===== src/hdl/acc_pkg.sv =====
package acc_pkg;

   // ----------------------------------------------------------------
   // Register map (byte addresses, one 32-bit word each)
   // ----------------------------------------------------------------
   localparam logic [7:0] CTRL_IDX = 8'h1F;
   localparam logic [11:0] CTRL_ADDR = 12'h07C;
   localparam logic [11:0] RESULT_ADDR = 12'h080;
   localparam logic [11:0] PORTCFG_ADDR = 12'h084;
   localparam logic [11:0] IRQ_STAT_ADDR = 12'h088;
   localparam logic [11:0] IRQ_MASK_ADDR = 12'h08C;

   // ----------------------------------------------------------------
   // Control register fields
   // ----------------------------------------------------------------
   localparam int CLKSEL_LSB = 6;
   localparam int CHSEL_LSB = 3;
   localparam int START_BIT = 2;
   localparam int ON_BIT = 0;
   localparam logic [7:0] CTRL_RESET = 8'h00;
   localparam logic [7:0] CTRL_WMASK = 8'hFD;

   // Port configuration: bits 4:0 analog enable per pin, bit 5 external reference.
   localparam int VREF_SEL_BIT = 5;
   localparam logic [5:0] PORTCFG_RESET = 6'h00;
   localparam logic [7:0] RESULT_RESET = 8'h00;
   localparam logic [0:0] IRQ_RESET = 1'h0;

   // ----------------------------------------------------------------
   // Conversion timing
   // ----------------------------------------------------------------
   localparam int RES_BITS = 8;
   localparam int NUM_CH = 5;
   localparam logic [4:0] DIV_FOSC2 = 5'h00;
   localparam logic [4:0] DIV_FOSC8 = 5'h03;
   localparam logic [4:0] DIV_FOSC32 = 5'h0F;
   localparam logic [3:0] SAMPLE_TICKS = 4'h2;

   typedef enum logic [1:0] {
      CLK_DIV2 = 2'b00,
      CLK_DIV8 = 2'b01,
      CLK_DIV32 = 2'b10,
      CLK_RC = 2'b11
   } acc_clksel_e;

   typedef enum logic [1:0] {
      ST_IDLE = 2'b00,
      ST_SAMPLE = 2'b01,
      ST_CONVERT = 2'b10
   } acc_state_e;

   // Drive bundle towards the analog core.
   typedef struct packed {
      logic power_on;
      logic [2:0] channel;
      logic sample;
      logic [7:0] trial_code;
      logic ext_ref;
      logic [4:0] analog_en;
   } acc_analog_s;

endpackage

===== src/hdl/acc_adc_ctrl.sv =====
// Contract
// - Eight-bit result by successive approximation.
// - Five inputs, pins analog or digital.
// - Reference is supply or reference pin.
// - Sleep conversion only with RC clock.
// - Reset clears registers, aborts conversion.
// - Bits 7-6 select conversion clock.
// - Bits 5-3 select channel 0-4.
// - Writing start bit begins conversion.
// - Hardware clears start bit when done.
// - Bit 0 turns module on, resets 0.
// - Bit 1 reads zero; others read/write.
module acc_adc_ctrl (
   // Clock and reset
   input wire logic sys_clk,
   input wire logic rst_n,
   // APB slave
   input wire logic psel,
   input wire logic penable,
   input wire logic pwrite,
   input wire logic [11:0] paddr,
   input wire logic [31:0] pwdata,
   output logic [31:0] prdata,
   output logic pready,
   output logic pslverr,
   // System state
   input wire logic sleep_mode,
   input wire logic rc_tick,
   // Analog core
   output acc_pkg::acc_analog_s analog_out,
   input wire logic comp_above,
   // Interrupt
   output logic irq
);

   logic [7:0] ctrl_q;
   logic [5:0] portcfg_q;
   logic [7:0] result_q;
   logic irq_stat_q;
   logic irq_mask_q;
   logic [4:0] div_cnt_q;
   logic conv_tick_q;
   acc_pkg::acc_state_e state_q;
   logic [3:0] samp_cnt_q;
   logic [7:0] sar_q;
   logic [7:0] bit_q;
   logic done_q;

   // ----------------------------------------------------------------
   // Bus decode
   // ----------------------------------------------------------------
   logic wr_en;
   logic rd_en;
   logic addr_ok;
   logic [1:0] clksel;
   logic conv_tick;
   assign wr_en = psel && penable && pwrite;
   assign rd_en = psel && !penable && !pwrite;
   assign addr_ok = (paddr == acc_pkg::CTRL_ADDR) || (paddr == acc_pkg::RESULT_ADDR)
      || (paddr == acc_pkg::PORTCFG_ADDR) || (paddr == acc_pkg::IRQ_STAT_ADDR)
      || (paddr == acc_pkg::IRQ_MASK_ADDR);
   assign clksel = ctrl_q[acc_pkg::CLKSEL_LSB +: 2];

   // Single-cycle access: pready rises in the access phase, one cycle after setup.
   always_ff @(posedge sys_clk or negedge rst_n) begin
      if (!rst_n) begin
         pready <= 1'b0;
         pslverr <= 1'b0;
      end else begin
         pready <= psel && !penable;
         pslverr <= psel && !penable && !addr_ok;
      end
   end

   always_ff @(posedge sys_clk or negedge rst_n) begin
      if (!rst_n) begin
         prdata <= 32'h00000000;
      end else if (rd_en) begin
         unique case (paddr)
            acc_pkg::CTRL_ADDR: prdata <= {24'h000000, ctrl_q & acc_pkg::CTRL_WMASK};
            acc_pkg::RESULT_ADDR: prdata <= {24'h000000, result_q};
            acc_pkg::PORTCFG_ADDR: prdata <= {26'h0000000, portcfg_q};
            acc_pkg::IRQ_STAT_ADDR: prdata <= {31'h00000000, irq_stat_q};
            acc_pkg::IRQ_MASK_ADDR: prdata <= {31'h00000000, irq_mask_q};
            default: prdata <= 32'h00000000;
         endcase
      end
   end

   // ----------------------------------------------------------------
   // Control register
   // ----------------------------------------------------------------
   // A start write that leaves the on bit clear is not stored: the start bit is cleared in the same write,
   // so the status bit is held low in that case.
   always_ff @(posedge sys_clk or negedge rst_n) begin
      if (!rst_n) begin
         ctrl_q <= acc_pkg::CTRL_RESET;
      end else if (wr_en && paddr == acc_pkg::CTRL_ADDR) begin
         ctrl_q <= pwdata[7:0] & acc_pkg::CTRL_WMASK;
         if (!pwdata[acc_pkg::ON_BIT] || pwdata[acc_pkg::CHSEL_LSB +: 3] > 3'h4) begin
            ctrl_q[acc_pkg::START_BIT] <= 1'b0;
         end
         if (done_q) begin
            ctrl_q[acc_pkg::START_BIT] <= 1'b0;
         end
      end else if (done_q || !ctrl_q[acc_pkg::ON_BIT]) begin
         ctrl_q[acc_pkg::START_BIT] <= 1'b0;
      end
   end

   always_ff @(posedge sys_clk or negedge rst_n) begin
      if (!rst_n) begin
         portcfg_q <= acc_pkg::PORTCFG_RESET;
      end else if (wr_en && paddr == acc_pkg::PORTCFG_ADDR) begin
         portcfg_q <= pwdata[5:0];
      end
   end

   // ----------------------------------------------------------------
   // Conversion clock divider
   // ----------------------------------------------------------------
   logic [4:0] div_limit;
   always_comb begin
      unique case (clksel)
         acc_pkg::CLK_DIV2: div_limit = acc_pkg::DIV_FOSC2;
         acc_pkg::CLK_DIV8: div_limit = acc_pkg::DIV_FOSC8;
         acc_pkg::CLK_DIV32: div_limit = acc_pkg::DIV_FOSC32;
         default: div_limit = acc_pkg::DIV_FOSC2;
      endcase
   end

   // The divider stops in sleep because the oscillator it counts is stopped;
   // only the RC tick keeps a conversion moving then.
   always_ff @(posedge sys_clk or negedge rst_n) begin
      if (!rst_n) begin
         div_cnt_q <= 5'h00;
         conv_tick_q <= 1'b0;
      end else if (clksel == acc_pkg::CLK_RC) begin
         div_cnt_q <= 5'h00;
         conv_tick_q <= rc_tick;
      end else if (sleep_mode) begin
         conv_tick_q <= 1'b0;
      end else if (div_cnt_q >= div_limit) begin
         div_cnt_q <= 5'h00;
         conv_tick_q <= 1'b1;
      end else begin
         div_cnt_q <= div_cnt_q + 5'h01;
         conv_tick_q <= 1'b0;
      end
   end
   assign conv_tick = conv_tick_q;

   // ----------------------------------------------------------------
   // Successive approximation sequencer
   // ----------------------------------------------------------------
   // The done cycle blocks a restart, because the start bit is only cleared
   // at the end of that same cycle.
   logic start_req;
   assign start_req = ctrl_q[acc_pkg::START_BIT] && ctrl_q[acc_pkg::ON_BIT] && !done_q;

   // ----------------------------------------------------------------
   // Trial register
   // ----------------------------------------------------------------
   // The comparator answers for the trial code that the core holds now, so the
   // trial register and the code sent to the core must move on the same edge.
   // The core is driven from the next value, which keeps the two equal even
   // when conversion ticks come on back-to-back cycles.
   logic [7:0] sar_d;
   logic [7:0] bit_d;
   logic last_sample;
   assign last_sample = conv_tick && (samp_cnt_q + 4'h1 >= acc_pkg::SAMPLE_TICKS);

   always_comb begin
      sar_d = sar_q;
      bit_d = bit_q;
      if (ctrl_q[acc_pkg::ON_BIT]) begin
         unique case (state_q)
            acc_pkg::ST_SAMPLE: begin
               if (last_sample) begin
                  sar_d = 8'h80;
                  bit_d = 8'h80;
               end
            end
            acc_pkg::ST_CONVERT: begin
               if (conv_tick) begin
                  // Keep the trial bit only while the input is at or above the trial level.
                  if (!comp_above) begin
                     sar_d = (sar_q & ~bit_q) | (bit_q >> 1);
                  end else begin
                     sar_d = sar_q | (bit_q >> 1);
                  end
                  bit_d = bit_q >> 1;
               end
            end
            default: begin
            end
         endcase
      end
   end

   always_ff @(posedge sys_clk or negedge rst_n) begin
      if (!rst_n) begin
         sar_q <= 8'h00;
         bit_q <= 8'h00;
      end else begin
         sar_q <= sar_d;
         bit_q <= bit_d;
      end
   end

   always_ff @(posedge sys_clk or negedge rst_n) begin
      if (!rst_n) begin
         state_q <= acc_pkg::ST_IDLE;
         samp_cnt_q <= 4'h0;
         done_q <= 1'b0;
      end else if (!ctrl_q[acc_pkg::ON_BIT]) begin
         // Switching off abandons the conversion; the partial code is dropped.
         state_q <= acc_pkg::ST_IDLE;
         done_q <= 1'b0;
      end else begin
         done_q <= 1'b0;
         unique case (state_q)
            acc_pkg::ST_IDLE: begin
               if (start_req) begin
                  state_q <= acc_pkg::ST_SAMPLE;
                  samp_cnt_q <= 4'h0;
               end
            end
            acc_pkg::ST_SAMPLE: begin
               if (last_sample) begin
                  state_q <= acc_pkg::ST_CONVERT;
               end else if (conv_tick) begin
                  samp_cnt_q <= samp_cnt_q + 4'h1;
               end
            end
            acc_pkg::ST_CONVERT: begin
               if (conv_tick && bit_q == 8'h01) begin
                  state_q <= acc_pkg::ST_IDLE;
                  done_q <= 1'b1;
               end
            end
            default: state_q <= acc_pkg::ST_IDLE;
         endcase
      end
   end

   // Result and start-bit clear happen at the same edge, one cycle after the last trial.
   always_ff @(posedge sys_clk or negedge rst_n) begin
      if (!rst_n) begin
         result_q <= acc_pkg::RESULT_RESET;
      end else if (done_q) begin
         result_q <= sar_q;
      end
   end

   // ----------------------------------------------------------------
   // Interrupt
   // ----------------------------------------------------------------
   always_ff @(posedge sys_clk or negedge rst_n) begin
      if (!rst_n) begin
         irq_stat_q <= acc_pkg::IRQ_RESET;
      end else if (done_q) begin
         irq_stat_q <= 1'b1;
      end else if (wr_en && paddr == acc_pkg::IRQ_STAT_ADDR && pwdata[0]) begin
         irq_stat_q <= 1'b0;
      end
   end

   always_ff @(posedge sys_clk or negedge rst_n) begin
      if (!rst_n) begin
         irq_mask_q <= acc_pkg::IRQ_RESET;
      end else if (wr_en && paddr == acc_pkg::IRQ_MASK_ADDR) begin
         irq_mask_q <= pwdata[0];
      end
   end

   // Registered so that the pin never glitches while status and mask settle.
   always_ff @(posedge sys_clk or negedge rst_n) begin
      if (!rst_n) begin
         irq <= 1'b0;
      end else begin
         irq <= irq_stat_q && irq_mask_q;
      end
   end

   // ----------------------------------------------------------------
   // Analog core drive
   // ----------------------------------------------------------------
   always_ff @(posedge sys_clk or negedge rst_n) begin
      if (!rst_n) begin
         analog_out <= '0;
      end else begin
         analog_out.power_on <= ctrl_q[acc_pkg::ON_BIT];
         analog_out.channel <= ctrl_q[acc_pkg::CHSEL_LSB +: 3];
         // Gated by the on bit so that sampling stops with power_on, one edge after the edge that turns the module off.
         analog_out.sample <= state_q == acc_pkg::ST_SAMPLE && ctrl_q[acc_pkg::ON_BIT];
         analog_out.trial_code <= sar_d;
         analog_out.ext_ref <= portcfg_q[acc_pkg::VREF_SEL_BIT];
         analog_out.analog_en <= portcfg_q[4:0];
      end
   end

endmodule


===== config.mk =====
export PLATFORM = sky130hd
export DESIGN_NAME = acc_adc_ctrl
export DESIGN_NICKNAME = d
export VERILOG_FILES = /design/src/hdl/acc_pkg.sv /design/src/hdl/acc_adc_ctrl.sv
export SDC_FILE = /design/constraint.sdc
export NUM_CORES = 1
export LEC_CHECK = 0
export BUFFER_PORTS_ARGS = -buffer_cell sky130_fd_sc_hd__buf_2
export CAP_MARGIN = 10
export CORE_ASPECT_RATIO = 1.2
export CORE_MARGIN = 5
export CORE_UTILIZATION = 57
export CTS_BUF_LIST = sky130_fd_sc_hd__clkbuf_2 sky130_fd_sc_hd__clkbuf_4 sky130_fd_sc_hd__clkbuf_8
export DETAILED_ROUTE_END_ITERATION = 7
export HOLD_SLACK_MARGIN = 0.03
export PLACE_DENSITY = 0.85
export SYNTH_ARGS = -nofsm -noshare
export SYNTH_HDL_FRONTEND = slang
export SYNTH_SLANG_ARGS = --single-unit

===== constraint.sdc =====
create_clock -name sys_clk -period 4.3 [get_ports sys_clk]
set_input_delay 0.215 -clock sys_clk [delete_from_list [all_inputs] [get_ports sys_clk]]
set_output_delay 0.215 -clock sys_clk [all_outputs]
set_load 0.1 [all_outputs]

==> summary.txt <==
Timing
  – Final hold viol count: 0
  – Achievable Freq: 451 MHz
  – Fin crit period: 2.22 ns
  – Slew Viols, Final: 0
  – Final worst slack: 2.08 ns
  – Slew headroom: 0.479
  – Worst-Margin Slew: 0.775 ns
  – Setup TNS: 0 ns
  – Unrepaired setup endpoints after global routing: false
  – Max Clock Skew: 0.00939 ns
  – Final setup viols: 0
  – Worst hold slack: 0.0718 ns
  – Tcrit/Tclk final: 0.516

Floorplanning
  – Initial Util: 0.587
  – Die height: a little under 100 um
  – Core area: just over 0.006 mm^2
  – DIE WIDTH: between 80 and 90 um
  – I/O pin cnt: 106
  – Cell Rows: 31
  – Die area: 0.00792 mm^2

Clocking
  – TritonCTS clock tree: built
  – H-tree levels: 3
  – Clock Sinks: 74
  – Cts repair resizes: 0
  – Clk buf depth: 2
  – CTS root buf: clkbuf_8
  – CTS buffer count: 9
  – Clock Latency Late Sink: 0.35 ns
  – Reg clk slew, reported paths: ~0.08 ns

Hold path
  – Hold_sp: penable
  – Worst Hold End: pready
  – Worst hold path cell count: 2
  – Min-delay worst type: input port to flop

Route
  – Total wire length: 7080 um
  – Post-route ant nets: 0
  – Via density: between 5 and 6
  – Via Count: between 2000 and 2500
  – Wirelength per Cell: 15.6 um
  – DR iter-0 viols: 128
  – Post-route DRC: 0
  – Drt first pass iters: 4

Finish
  – Nets@finish: about 430
  – Layout cells sized above 1: 0.294
  – P&R area growth vs syn: 12.7%
  – Filler Cell Count: between 400 and 500
  – Design area: ~0.004 mm^2
  – Diode count: 0

Placement
  – RD Place Congestion: roughly 0.84
  – Pre-CTS WS: between 2 and 2.5 ns
  – Hpwl dp: 5190 um
  – PortBufs: 57
  – DP Area: 0.00381 mm^2

Yosys
  – Post-synthesis cell count: 305
  – Synth area leaders: dfrtp_1 (52%), mux2_2 (6.7%), buf_4 (5.3%)
  – Top-count cell post-synth: dfrtp_1
  – Synthesized flop and latch total: 74
  – Syn avg cell area: 11.7 um^2
  – Sequential-to-total area share from yosys stat: 0.521
  – Post-synth top area share: 0.521
  – Synth cell types: between 50 and 60
  – Most common library cells after synthesis: dfrtp_1 (74), buf_4 (25), nand2_1 (25), mux2_2 (21), o21ai_0 (18)
  – Post-synth EDFFs: 0
  – Ys async rst share: 1.00
  – Post-Syn Area: 0.00355 mm^2
  – Area leader, netlist: dfrtp_1
  – Top FF cell, synth: dfrtp_1
  – Synth Warn #: 0

Job
  – Maxcap violations: 0

Power and ir drop
  – P_sw: around 400 uW
  – Int Pwr: 948 uW
  – Seq pwr share: 0.519
  – Lkg Pwr: between 0.002 and 0.0025 uW
  – Maximum vdd drop: 0.000206 V
  – Clk network pwr share: 0.370
  – Comb pwr share: 0.111
  – Sw frac: 0.295
  – Pwr dens: 336 mW/mm^2

Setup path
  – CP Cell Sequence: inv_1 > ha_1 > inv_1 > ha_1 > nor4_1 > o21ai_0 > a21boi_0 > mux2_2
  – Crit-path max FO: 5
  – RR Startpoint: ctrl_q[6]
  – Arr. time, crit path: 2.51 ns
  – Crit path buf inv count: 2
  – Critical Path Max Stage Delay: 0.55 ns
  – Critical path class: flop to flop
  – Reg-to-reg slack, setup: ~2.1 ns
  – Family with the most delay on the worst path: compound AO/OA/AOI/OAI gates
  – Critical Path Sink Type: flop
  – CP Launch Point: ctrl_q[6]
  – CP max-delay cell: a21boi_0
  – Crit start category: flop
  – CP Data Required Time: 4.59 ns
  – R2R cell count: 8
  – Worst R2R End: div_cnt_q[0]

Status
  – Outcome: finished, final reports clean

Global routing
  – Number of global-route vias before repair: roughly 2400
  – Initial antenna violation count: 0
  – Largest net degree at the start of global routing: between 50 and 60
  – Global route overflow: 0
  – Global-route wire length before repair: 11500 um
  – GRT Overall Usage: 0.192
logic make-up (layout without fill, tap and decap cells):
family,count (synthesis),in the layout,share of synthesized area
adder cells (fa/ha/maj),9,9,0.0317
multiplexers,30,30,0.0926
AO/OA/AOI/OAI,63,63,0.124
buffers and inverters,41,84,0.0725
flip-flops,74,74,0.521
XOR/XNOR,2,2,0.00493
other,1,24,0.00105
AND/OR/NAND/NOR,85,85,0.152
state kept, by name (all words and copies together) (netlist names):
name / flops
result_q: 8
prdata: 8
portcfg_q: 6
irq_stat_q: 1
analog_out: 19
irq: 1
state_q: 2
bit_q: 8
conv_tick: 1
ctrl_q: 7
samp_cnt_q: 4
done_q: 1
div_cnt_q: 5
pslverr: 1
pready: 1
irq_mask_q: 1
power groups by stage:
stage          combinational [uW]  clock (uW)  sequential, uW
5_1_grt                       157         535             699
4_1_cts                       149         501             698
3_3_place_gp                  147           0             712
3_5_place_dp                  148           0             712
2_1_floorplan                 122           0             720
6_report                      149         498             698
cell usage in the layout, fill, tap and decap left out, types with 8 or more instances in the layout:
cell / instances
a21oi_1: 16
a22o_1: 9
buf_2: 57
clkbuf_8: 10
conb_1: 24
dfrtp_1: 74
ha_1: 9
inv_1: 9
mux2_2: 21
nand2_1: 25
nand4_1: 8
nor2b_1: 8
o21ai_0: 18
area by class of cell:
class | count | area [um^2] | area share
tap | 82 | 103 | 0.0256
multi-input combinational | 213 | 1530 | 0.382
timing repair buffer | 59 | 303 | 0.0756
inverter | 9 | 33.8 | 0.00843
clock inverter | 5 | 37.5 | 0.00937
clock buffer | 11 | 145 | 0.0362
sequential | 74 | 1850 | 0.462
worst register-to-register path, cell delays in order (launching register included):
cell      delay [ns]
dfrtp_1         0.41
inv_1           0.09
ha_1            0.14
inv_1           0.05
ha_1            0.19
nor4_1          0.26
o21ai_0         0.21
a21boi_0        0.55
mux2_2          0.27
repair_timing:
action | 4_1_cts | 5_1_grt
hold endpoints to repair | 22 | 0
hold buffers | 1 | 0
buffers inserted | 0 | 0
how the worst max path moves through the flow:
stage / endpoint / slack, ns / cells past startpoint
floorplan: div_cnt_q[2] / 2.44 / 7
global placement: div_cnt_q[0] / 2.26 / 8
detailed placement: div_cnt_q[0] / 2.20 / 8
CTS: div_cnt_q[0] / 2.10 / 8
global route: div_cnt_q[0] / 1.95 / 8
finish: div_cnt_q[0] / 2.08 / 8
per-stage QoR:
| step | total power, uW | utilization | instances |
|---|---|---|---|
| 2_1_floorplan | 842 | - | 328 |
| 3_3_place_gp | 859 | 0.630 | 436 |
| 3_5_place_dp | 860 | 0.630 | 436 |
| 4_1_cts | 1350 | 0.662 | 453 |
| 5_1_grt | 1390 | 0.662 | 453 |
| 6_report | 1350 | 0.662 | 453 |
routing by layer:
| metal | part of all wire | track usage |
|---|---|---|
| met1 | 0.42 | 0.250 |
| met2 | 0.49 | 0.303 |
| met3 | 0.065 | 0.0417 |
| met4 | 0.023 | 0.0956 |
| met5 | 0 | 0 |
Note: power is estimated with default switching activity, not from simulation.
